File: src/pkg/cdl_pkg.sv
/*
 Shared constants, register table and carrier types of the codec link input-frame builder and its
 control register bank. Assumes a single 50 MHz system clock and an external link bit clock.
*/
// Behaviour
// - Input slot 1 echoes requested index, bit19 low.
// - Slot 1 bits 11,10 request slots 3,4.
// - Slot 1 bits 8..5 request slots 6..9.
// - Slot 1 bits 9, 4..0 always zero.
// - Slot 2 returns read data, else zero.
// - Slot 3 carries left record sample.
// - Slot 4 carries right record sample.
// - Slots 5 to 12 always zero.
// - Reset register write defaults all; reads caps.
// - Line output volume fields, mute, default.
// - Headphone volume behaves like line output.
// - Single output volume five bits, muted default.
// - Beep volume four bits, unmuted default.
// - Mixer input gains, mute, mono/stereo defaults.
// - Microphone register bit 6 adds boost.
// - Record source select, two 3-bit fields.
// - Record gain four bits per channel, muted.
// - Miscellaneous path register five control bits.
// - Spatial enhancement register reads fixed value.
// - Power register: four status, eight controls.
// - Powerdown controls act on their subsections.
// - Ready bits ADC, DAC, mixers, reference order.
// - Controls bits 8..14, amplifier bit 15.
package cdl_pkg;

    // ------------------------------------------------------------------
    // Link framing
    // ------------------------------------------------------------------
    localparam logic [7:0] CDL_LAST_POS = 8'hff;
    localparam logic [7:0] CDL_CMD_LAST_POS = 8'h37;
    localparam logic [7:0] CDL_QUIET_POS = 8'h60;
    localparam int CDL_CMD_BITS = 56;
    localparam int CDL_RW_BIT = 19;

    // ------------------------------------------------------------------
    // Register indices and fixed read values
    // ------------------------------------------------------------------
    localparam logic [6:0] CDL_IDX_RESET = 7'h00;
    localparam logic [6:0] CDL_IDX_SPATIAL = 7'h22;
    localparam logic [6:0] CDL_IDX_POWER = 7'h26;
    localparam logic [15:0] CDL_CAPS_WORD = 16'h0d50;
    localparam logic [15:0] CDL_SPATIAL_WORD = 16'h0101;
    localparam int CDL_NREG = 15;
    localparam int CDL_SLOT_LINE = 0;
    localparam int CDL_SLOT_POWER = 14;
    localparam logic [15:0] CDL_LINE_DEF = 16'h8000;

    // Index, default and writable-bit mask of every stored register.
    localparam logic [6:0] CDL_REG_IDX [CDL_NREG] = '{
        7'h02, 7'h04, 7'h06, 7'h0a, 7'h0c, 7'h0e, 7'h10, 7'h12,
        7'h14, 7'h16, 7'h18, 7'h1a, 7'h1c, 7'h20, 7'h26
    };
    localparam logic [15:0] CDL_REG_DEF [CDL_NREG] = '{
        16'h8000, 16'h8000, 16'h8000, 16'h0000, 16'h8008, 16'h8008, 16'h8808, 16'h8808,
        16'h8808, 16'h8808, 16'h8808, 16'h0000, 16'h8000, 16'h0000, 16'h0000
    };
    localparam logic [15:0] CDL_REG_MASK [CDL_NREG] = '{
        16'h9f1f, // Line output volume, two 5-bit fields and one mute.
        16'h9f1f, // Headphone volume, same layout as line output.
        16'h801f, // Single output volume, one 5-bit field.
        16'h801e, // Beep volume, 4-bit field in bits 4..1.
        16'h801f, // Mono mixer input.
        16'h805f, // Microphone input with the boost bit.
        16'h9f1f, 16'h9f1f, 16'h9f1f, 16'h9f1f, 16'h9f1f, // Stereo mixer inputs.
        16'h0707, // Left and right record source.
        16'h8f0f, // Record gain, 4-bit fields and one mute.
        16'ha380, // Bypass, enhance, single-out source, mic choice, loopback.
        16'hff00  // Powerdown controls; status bits are merged at read time.
    };

    // ------------------------------------------------------------------
    // Powerdown field positions
    // ------------------------------------------------------------------
    localparam int CDL_PD_ADC = 8;
    localparam int CDL_PD_DAC = 9;
    localparam int CDL_PD_MIX = 10;
    localparam int CDL_PD_MIXREF = 11;
    localparam int CDL_PD_LINK = 12;

    // ------------------------------------------------------------------
    // Carrier types
    // ------------------------------------------------------------------
    typedef logic [CDL_NREG-1:0][15:0] cdl_regs_t;

    typedef struct packed {
        logic externalAmpOff;
        logic headphoneAmpPowerdown;
        logic internalClockDisable;
        logic linkInterfacePowerdown;
        logic mixerAndRefPowerdown;
        logic mixerPowerdownRefOn;
        logic dacPathPowerdown;
        logic adcPathPowerdown;
    } cdl_pd_s;

    typedef struct packed {
        logic [15:0] tag;
        logic [19:0] slot1;
        logic [19:0] slot2;
        logic [19:0] slot3;
        logic [19:0] slot4;
        logic [7:0][19:0] quiet;
    } cdl_frame_s;

endpackage : cdl_pkg

File: src/verilog/cdl_codec_link.sv
/*
 Codec link device logic: samples the link bit clock, frame sync and controller data with the
 system clock, decodes register reads and writes, keeps the control register bank and builds the
 256-bit input frame shifted out on the serial data line.
 Assumes the bit clock is at least six system clocks long so both of its edges are seen.
*/
`timescale 1ns/1ps
module cdl_codec_link (
    input wire logic clock,
    input wire logic arst_n,
    input wire logic bitClk,
    input wire logic syncIn,
    input wire logic sdataOut,
    input wire logic [3:0] analogReady,
    input wire logic [17:0] recLeft,
    input wire logic [17:0] recRight,
    output logic sdataIn,
    output logic externalAmpOff,
    output cdl_pkg::cdl_pd_s powerCtrl,
    output cdl_pkg::cdl_regs_t ctrlRegs
);
    import cdl_pkg::*;

    typedef enum logic [1:0] {
        CDL_IDLE = 2'b01,
        CDL_RUN = 2'b10
    } cdl_state_e;

    // ------------------------------------------------------------------
    // Pin synchronisers and link edges
    // ------------------------------------------------------------------
    logic [6:0] pinMeta_r;
    logic [6:0] pinSync_r;
    logic bcPrev_r;
    logic syncAtRise_r;
    logic bcRise;
    logic bcFall;
    logic syncRise;

    always_ff @(posedge clock or negedge arst_n) begin
        if (!arst_n) begin
            pinMeta_r <= 7'h00;
            pinSync_r <= 7'h00;
        end else begin
            pinMeta_r <= {analogReady, sdataOut, syncIn, bitClk};
            pinSync_r <= pinMeta_r;
        end
    end

    always_ff @(posedge clock or negedge arst_n) begin
        if (!arst_n) begin
            bcPrev_r <= 1'b0;
            syncAtRise_r <= 1'b0;
        end else begin
            bcPrev_r <= pinSync_r[0];
            if (bcRise) begin
                syncAtRise_r <= pinSync_r[1];
            end
        end
    end

    assign bcRise = pinSync_r[0] & ~bcPrev_r;
    assign bcFall = ~pinSync_r[0] & bcPrev_r;
    assign syncRise = bcRise & pinSync_r[1] & ~syncAtRise_r;

    // ------------------------------------------------------------------
    // Register bank
    // ------------------------------------------------------------------
    logic [15:0] regs_r [CDL_NREG];
    logic wrStrobe_r;
    logic [6:0] wrIdx_r;
    logic [15:0] wrData_r;
    logic regReset;
    logic [15:0] pwrReg;
    logic [3:0] statusBits;

    assign regReset = wrStrobe_r && (wrIdx_r == CDL_IDX_RESET);

    for (genvar g = 0; g < CDL_NREG; g++) begin : g_reg
        always_ff @(posedge clock or negedge arst_n) begin
            if (!arst_n) begin
                regs_r[g] <= CDL_REG_DEF[g];
            end else if (regReset) begin
                regs_r[g] <= CDL_REG_DEF[g];
            end else if (wrStrobe_r && (wrIdx_r == CDL_REG_IDX[g])) begin
                // Bits outside the mask keep their default so reserved bits read zero.
                regs_r[g] <= (wrData_r & CDL_REG_MASK[g]) | (CDL_REG_DEF[g] & ~CDL_REG_MASK[g]);
            end
        end
        assign ctrlRegs[g] = regs_r[g];
    end

    assign pwrReg = regs_r[CDL_SLOT_POWER];

    // A subsection only reports ready while its own powerdown control is clear.
    assign statusBits[0] = pinSync_r[3] & ~pwrReg[CDL_PD_ADC];
    assign statusBits[1] = pinSync_r[4] & ~pwrReg[CDL_PD_DAC];
    assign statusBits[2] = pinSync_r[5] & ~pwrReg[CDL_PD_MIX] & ~pwrReg[CDL_PD_MIXREF];
    assign statusBits[3] = pinSync_r[6] & ~pwrReg[CDL_PD_MIXREF];

    assign powerCtrl = cdl_pd_s'(pwrReg[15:8]);
    assign externalAmpOff = pwrReg[15];

    function automatic logic [15:0] readValue(input logic [6:0] idx);
        logic [15:0] v;
        v = 16'h0000;
        if (idx == CDL_IDX_RESET) begin
            v = CDL_CAPS_WORD;
        end
        if (idx == CDL_IDX_SPATIAL) begin
            v = CDL_SPATIAL_WORD;
        end
        for (int i = 0; i < CDL_NREG; i++) begin
            if (idx == CDL_REG_IDX[i]) begin
                v = regs_r[i];
            end
        end
        if (idx == CDL_IDX_POWER) begin
            v = pwrReg | {12'h000, statusBits};
        end
        return v;
    endfunction : readValue

    // ------------------------------------------------------------------
    // Command receiver
    // ------------------------------------------------------------------
    cdl_state_e state_r;
    logic [7:0] pos_r;
    logic [CDL_CMD_BITS-2:0] rxShift_r;
    logic [CDL_CMD_BITS-1:0] rxFull;
    logic cmdDone;
    logic readPend_r;
    logic [6:0] readIdx_r;
    logic frameStart;

    assign rxFull = {rxShift_r, pinSync_r[2]};
    assign cmdDone = bcFall && (state_r == CDL_RUN) && (pos_r == CDL_CMD_LAST_POS);

    always_ff @(posedge clock or negedge arst_n) begin
        if (!arst_n) begin
            rxShift_r <= '0;
        end else if (bcFall && (state_r == CDL_RUN)) begin
            rxShift_r <= rxFull[CDL_CMD_BITS-2:0];
        end
    end

    // Tag bit 14 marks a command address, bit 13 the write data.
    always_ff @(posedge clock or negedge arst_n) begin
        if (!arst_n) begin
            wrStrobe_r <= 1'b0;
            wrIdx_r <= 7'h00;
            wrData_r <= 16'h0000;
        end else begin
            wrStrobe_r <= cmdDone && rxFull[54] && rxFull[53] && !rxFull[20 + CDL_RW_BIT];
            if (cmdDone) begin
                wrIdx_r <= rxFull[38:32];
                wrData_r <= rxFull[19:4];
            end
        end
    end

    // The request set wins over the clear taken by a frame start.
    always_ff @(posedge clock or negedge arst_n) begin
        if (!arst_n) begin
            readPend_r <= 1'b0;
            readIdx_r <= 7'h00;
        end else if (cmdDone && rxFull[54] && rxFull[20 + CDL_RW_BIT]) begin
            readPend_r <= 1'b1;
            readIdx_r <= rxFull[38:32];
        end else if (frameStart) begin
            readPend_r <= 1'b0;
        end
    end

    // ------------------------------------------------------------------
    // Input frame builder
    // ------------------------------------------------------------------
    cdl_frame_s frameNxt;
    logic [255:0] txShift_r;
    logic sdataIn_r;

    // Frame contents are rebuilt from live state at each frame start, so status is never stale.
    always_comb begin
        frameNxt.tag = {~pwrReg[CDL_PD_LINK], 1'b1, readPend_r, statusBits[0], statusBits[0],
                        11'h000};
        frameNxt.slot1 = {1'b0, (readPend_r ? readIdx_r : 7'h00),
                          {2{~statusBits[1]}},
                          1'b0, 4'hf,
                          5'h00};
        frameNxt.slot2 = readPend_r ? {readValue(readIdx_r), 4'h0} : 20'h00000;
        frameNxt.slot3 = {recLeft, 2'b00};
        frameNxt.slot4 = {recRight, 2'b00};
        frameNxt.quiet = '0;
    end

    // A sync rise before the previous frame ended starts no frame; it ends the running one and drives the line low.
    assign frameStart = syncRise && ((state_r == CDL_IDLE) || (pos_r == CDL_LAST_POS));

    always_ff @(posedge clock or negedge arst_n) begin
        if (!arst_n) begin
            state_r <= CDL_IDLE;
            pos_r <= 8'h00;
            txShift_r <= '0;
            sdataIn_r <= 1'b0;
        end else if (frameStart) begin
            state_r <= CDL_RUN;
            pos_r <= 8'h00;
            txShift_r <= frameNxt;
            sdataIn_r <= frameNxt.tag[15];
        end else if (bcRise) begin
            case (state_r)
                CDL_RUN: begin
                    if (syncRise || (pos_r == CDL_LAST_POS)) begin
                        state_r <= CDL_IDLE;
                        sdataIn_r <= 1'b0;
                    end else begin
                        pos_r <= pos_r + 8'h01;
                        txShift_r <= {txShift_r[254:0], 1'b0};
                        sdataIn_r <= txShift_r[254];
                    end
                end
                CDL_IDLE: begin
                    sdataIn_r <= 1'b0;
                end
                default: begin
                    state_r <= CDL_IDLE;
                    sdataIn_r <= 1'b0;
                end
            endcase
        end
    end

    assign sdataIn = sdataIn_r;
endmodule : cdl_codec_link
File: config.mk
export PLATFORM = sky130hd
export DESIGN_NAME = cdl_codec_link
export DESIGN_NICKNAME = d
export VERILOG_FILES = /design/src/pkg/cdl_pkg.sv /design/src/verilog/cdl_codec_link.sv
export SDC_FILE = /design/constraint.sdc
export NUM_CORES = 1
export LEC_CHECK = 0
export ABC_AREA = 1
export BUFFER_PORTS_ARGS = -buffer_cell sky130_fd_sc_hd__buf_2
export CORE_ASPECT_RATIO = 1.1
export CORE_MARGIN = 2
export CORE_UTILIZATION = 55
export DETAILED_ROUTE_END_ITERATION = 8
export PLACE_DENSITY = 0.76
export SYNTH_ARGS = -nofsm -noshare
export SYNTH_HDL_FRONTEND = slang
export SYNTH_SLANG_ARGS = --single-unit
File: constraint.sdc
create_clock -name clock -period 3.1 [get_ports clock]
set_input_delay 0.31 -clock clock [delete_from_list [all_inputs] [get_ports clock]]
set_output_delay 0.31 -clock clock [all_outputs]
set_load 0.02 [all_outputs]
==> flow_summary.html <==
<table>
<tr><th>Metric</th><th>Value</th></tr>
<tr><th colspan="2">Run status</th></tr>
<tr><td>Status</td><td>completed</td></tr>
<tr><th colspan="2">Cells and area</th></tr>
<tr><td>Final-stage net count</td><td>1974</td></tr>
<tr><td>Post-synthesis to final-layout area growth</td><td>13.83%</td></tr>
<tr><td>Register area</td><td>0.008388 mm²</td></tr>
<tr><td>Number of diodes</td><td>0</td></tr>
<tr><td>Leading cell type in the layout, fill and taps excluded</td><td>sky130_fd_sc_hd__nand2_1</td></tr>
<tr><td>Fraction of final layout cells sized beyond drive strength 1</td><td>18.00%</td></tr>
<tr><td>Fill cell instance count of the final layout</td><td>2352</td></tr>
<tr><td>Commonest non-fill, non-tap cells in the layout</td><td>sky130_fd_sc_hd__nand2_1, sky130_fd_sc_hd__dfrtp_1, sky130_fd_sc_hd__o21ai_0</td></tr>
<tr><td>Final core occ</td><td>63.25%</td></tr>
<tr><td>Area of the multi-input gates</td><td>0.005423 mm²</td></tr>
<tr><th colspan="2">Die</th></tr>
<tr><td>Total core area</td><td>0.02763 mm²</td></tr>
<tr><td>Placement Rows</td><td>64</td></tr>
<tr><td>DIE HEIGHT</td><td>179.2 µm</td></tr>
<tr><td>Effective utilization at floorplan</td><td>55.56%</td></tr>
<tr><td>Chip width</td><td>163.3 µm</td></tr>
<tr><td>Total Die Area</td><td>0.02926 mm²</td></tr>
<tr><td>Number of top-level pins</td><td>295</td></tr>
<tr><th colspan="2">Setup path</th></tr>
<tr><td>Worst Reg2Reg Path Length in Cells</td><td>14</td></tr>
<tr><td>Crit path max-delay cell type</td><td>sky130_fd_sc_hd__dfrtp_1</td></tr>
<tr><td>Biggest cell delay along the critical path</td><td>0.42 ns</td></tr>
<tr><td>Largest fanout on the critical path</td><td>11</td></tr>
<tr><td>Element type at the critical path start</td><td>flop</td></tr>
<tr><td>Endpoint arrival time on the critical path</td><td>2.95 ns</td></tr>
<tr><td>Number of cells on the critical path</td><td>14</td></tr>
<tr><td>Delay-heaviest family, CP</td><td>simple AND/OR/NAND/NOR gates</td></tr>
<tr><td>Beginning of the worst register-to-register path</td><td>readIdx_r[5]</td></tr>
<tr><td>Class of the most critical setup path</td><td>reg2reg</td></tr>
<tr><td>Crit path capture type</td><td>flop</td></tr>
<tr><td>Data required, critical path</td><td>3.49 ns</td></tr>
<tr><td>Cells along the critical path</td><td>inv_1 -&gt; nand2_1 -&gt; nor2_4 -&gt; nand3_1 -&gt; o21ai_1 -&gt; nand2_1 -&gt; nor2_1 -&gt; nand4_1 -&gt; o21ai_0 -&gt; nand2_1 -&gt; nand2_1 -&gt; nand2_1 -&gt; nand2_1 -&gt; a21oi_1</td></tr>
<tr><td>Launch point of the worst path</td><td>readIdx_r[5]</td></tr>
<tr><td>Cell mode on critical path</td><td>sky130_fd_sc_hd__nand2_1</td></tr>
<tr><td>CP Buf/Inv Count</td><td>1</td></tr>
<tr><th colspan="2">Placed design</th></tr>
<tr><td>Final weighted congestion in routability-driven placement</td><td>0.9604</td></tr>
<tr><td>Number of buffers added on ports</td><td>183</td></tr>
<tr><td>HPWL after detailed placement</td><td>27940 µm</td></tr>
<tr><th colspan="2">Synthesis</th></tr>
<tr><td>Number of enable-type register cells in the synthesized netlist</td><td>0</td></tr>
<tr><td>Yosys warnings</td><td>0</td></tr>
<tr><td>Post-synth top flop</td><td>sky130_fd_sc_hd__dfrtp_1</td></tr>
<tr><td>Async set-reset flop share out of synthesis</td><td>100.0%</td></tr>
<tr><td>Part of the Yosys area used for sequential elements</td><td>54.65%</td></tr>
<tr><td>Instance count of the mapped netlist</td><td>1758</td></tr>
<tr><td>Mapped Area</td><td>0.01535 mm²</td></tr>
<tr><td>Number of distinct library cell variants in the gate-level netlist after synthesis</td><td>50</td></tr>
<tr><td>Synthesized area per cell</td><td>8.731 µm²</td></tr>
<tr><td>Flop and latch count out of synthesis</td><td>334</td></tr>
<tr><th colspan="2">Clock network</th></tr>
<tr><td>Number of buffers inserted by post-CTS setup repair</td><td>0</td></tr>
<tr><td>Maximum level of the CTS H-tree</td><td>2</td></tr>
<tr><td>Clock buffer count from CTS</td><td>36</td></tr>
<tr><td>Clock net sink count</td><td>334</td></tr>
<tr><td>Largest buffer count on any clock path</td><td>3</td></tr>
<tr><td>TritonCTS clock tree</td><td>built</td></tr>
<tr><td>Cell at the root of the clock tree</td><td>sky130_fd_sc_hd__clkbuf_16</td></tr>
<tr><td>Insertion delay of the later-clocked pin in the worst-skew pair</td><td>0.52 ns</td></tr>
<tr><td>Clock transition at path regs</td><td>0.06 ns</td></tr>
<tr><td>Post-cts repair resize count</td><td>0</td></tr>
<tr><th colspan="2">Route</th></tr>
<tr><td>Number of violations reported at the end of detailed-routing iteration 0</td><td>1276</td></tr>
<tr><td>Ratio of routed vias to standard cells</td><td>5.375</td></tr>
<tr><td>TritonRoute pass-1 iters</td><td>6</td></tr>
<tr><td>Routed wirelength normalized by instance count</td><td>17.24 µm</td></tr>
<tr><td>Post-detailed-routing wire length</td><td>39980 µm</td></tr>
<tr><td>Antenna viol nets, final</td><td>0</td></tr>
<tr><td>DRC violations left</td><td>0</td></tr>
<tr><td>Vias</td><td>12464</td></tr>
<tr><th colspan="2">GRT</th></tr>
<tr><td>Wire length of the first global-routing pass</td><td>62150 µm</td></tr>
<tr><td>Layer carrying the most global-route usage</td><td>met2</td></tr>
<tr><td>Initial antenna violation count</td><td>1</td></tr>
<tr><td>Global-route congestion overflow total</td><td>0</td></tr>
<tr><td>Met3 Resource Use GR</td><td>5.066%</td></tr>
<tr><td>Met2 track demand over resource</td><td>43.81%</td></tr>
<tr><td>Maximum number of pins on one net before global-route repair</td><td>89</td></tr>
<tr><td>Met1 global-route usage</td><td>36.92%</td></tr>
<tr><td>Vias in the first global route</td><td>11744</td></tr>
<tr><td>Total GRT Usage</td><td>27.16%</td></tr>
<tr><th colspan="2">Power and ir drop</th></tr>
<tr><td>Worst IR drop on VDD</td><td>0.0005364 V</td></tr>
<tr><td>Power Total</td><td>10.91 mW</td></tr>
<tr><td>Static leakage</td><td>8.818 nW</td></tr>
<tr><td>Power per Cell Area</td><td>624.6 mW/mm²</td></tr>
<tr><th colspan="2">Timing</th></tr>
<tr><td>Final clock skew</td><td>0.01546 ns</td></tr>
<tr><td>Normalized max-slew margin</td><td>39.18%</td></tr>
<tr><td>Min Tclk post-route</td><td>2.551 ns</td></tr>
<tr><td>Total of endpoints with negative setup slack in the final report</td><td>0</td></tr>
<tr><td>Fin Setup TNS</td><td>0 ns</td></tr>
<tr><td>Slew Viols, Final</td><td>0</td></tr>
<tr><td>Worst-Margin Slew</td><td>0.9089 ns</td></tr>
<tr><td>Final worst path period share</td><td>82.30%</td></tr>
<tr><td>Upper clock frequency limit</td><td>0.3920 GHz</td></tr>
<tr><td>Final hold viol count</td><td>0</td></tr>
<tr><td>Unrepaired setup endpoints after global routing</td><td>no</td></tr>
<tr><th colspan="2">Run</th></tr>
<tr><td># Max-Cap Violations</td><td>0</td></tr>
<tr><th colspan="2">Hold path</th></tr>
<tr><td>Worst hold stages</td><td>3</td></tr>
<tr><td>Hold WC Path Type</td><td>in2reg</td></tr>
<tr><td>Startpoint of the worst hold path</td><td>recRight[0]</td></tr>
</table>
cell type report:
class | instances | area share [%]
flip-flops and latches | 334 | 48.01
multi-input cells | 1152 | 31.03
repair buffers | 214 | 6.960
clock buffers | 45 | 5.872
inverters | 190 | 4.089
well taps | 363 | 2.599
clock inverters | 21 | 1.439
metrics by stage:
stage          hold slack (ns)  area, µm²  cells  setup slack, ns
2_1_floorplan          0.01441      15760   1868            1.314
3_3_place_gp            0.2801      16120   2245           0.6781
3_5_place_dp            0.2813      16120   2245           0.6096
4_1_cts                0.03412      17470   2319           0.5799
5_1_grt                0.05449      17470   2319           0.2201
6_report               0.04159      17470   2319           0.5488
layer usage:
layer | vias up | wire (µm)
li1 | 5803 | -
met1 | 5973 | 16230
met2 | 593 | 18970
met3 | 95 | 3366
met4 | 0 | 1412
met5 | - | 0
report_power, final:
group | leakage [nW] | total, mW | internal [mW] | switching [mW]
Combinational | 3.79 | 1.26 | 0.420 | 0.837
Sequential | 4.40 | 5.11 | 4.90 | 0.213
Clock | 0.627 | 4.55 | 2.78 | 1.77
flip-flops by register name (all words and copies together), names as in the netlist:
signal and count:
wrStrobe_r 1, readPend_r 1, wrData_r 15, bcPrev_r 1
rxShift_r 54, state_r 2, readIdx_r 7, pos_r 8
pinMeta_r 7, pwrReg 8, txShift_r 93, syncAtRise_r 1
sdataIn 1, ctrlRegs 121, wrIdx_r 7, pinSync_r 7
final timing paths:
check / slack, ns / to
setup / recovery: 0.55 / txShift_r[207]
max in group asynchronous: 1.88 / ctrlRegs[83]
min in group asynchronous: 0.31 / txShift_r[195]
setup reg to reg: 0.55 / txShift_r[207]
hold / removal: 0.04 / txShift_r[162]
hold reg to reg: 0.35 / pinSync_r[2]
worst min-delay path: stages:
cell and delay, ns:
sky130_fd_sc_hd__buf_2 0.07, sky130_fd_sc_hd__nand2_1 0.05, sky130_fd_sc_hd__o21ai_0 0.07
logic make-up (layout without fill, tap and decap cells):
group / Yosys count / count (layout) / share of synthesized area (%)
compound gates: 410 / 410 / 15.24
buf+inv: 382 / 470 / 12.75
flops: 334 / 334 / 54.65
fa+ha+maj: 1 / 1 / 0.08150
other cells: 1 / 111 / 0.02443
simple gates: 626 / 626 / 16.96
mux: 4 / 4 / 0.2934
cells in the mapped netlist (14+ instances only):
master,count,area [µm²]
sky130_fd_sc_hd__o21ai_1,14,70.07
sky130_fd_sc_hd__buf_4,120,900.9
sky130_fd_sc_hd__clkbuf_1,44,165.2
sky130_fd_sc_hd__inv_1,181,679.4
sky130_fd_sc_hd__a21oi_1,53,265.3
sky130_fd_sc_hd__nor3_1,15,75.07
sky130_fd_sc_hd__nand2_1,466,1749
sky130_fd_sc_hd__o22ai_1,26,162.7
sky130_fd_sc_hd__dfrtp_1,310,7757
sky130_fd_sc_hd__nand3_1,24,120.1
sky130_fd_sc_hd__nor2_1,80,300.3
sky130_fd_sc_hd__o21ai_0,231,1156
sky130_fd_sc_hd__buf_2,21,105.1
sky130_fd_sc_hd__dfstp_2,24,630.6
sky130_fd_sc_hd__o211ai_1,37,277.8
what timing repair did:
| action | CTS | global route |
|---|---|---|
| hold endpoints to repair | 62 | 0 |
| hold buffers | 8 | 0 |
| endpoints found under the setup margin | 0 | 0 |
No activity file was read; power rests on OpenSTA's default activity.
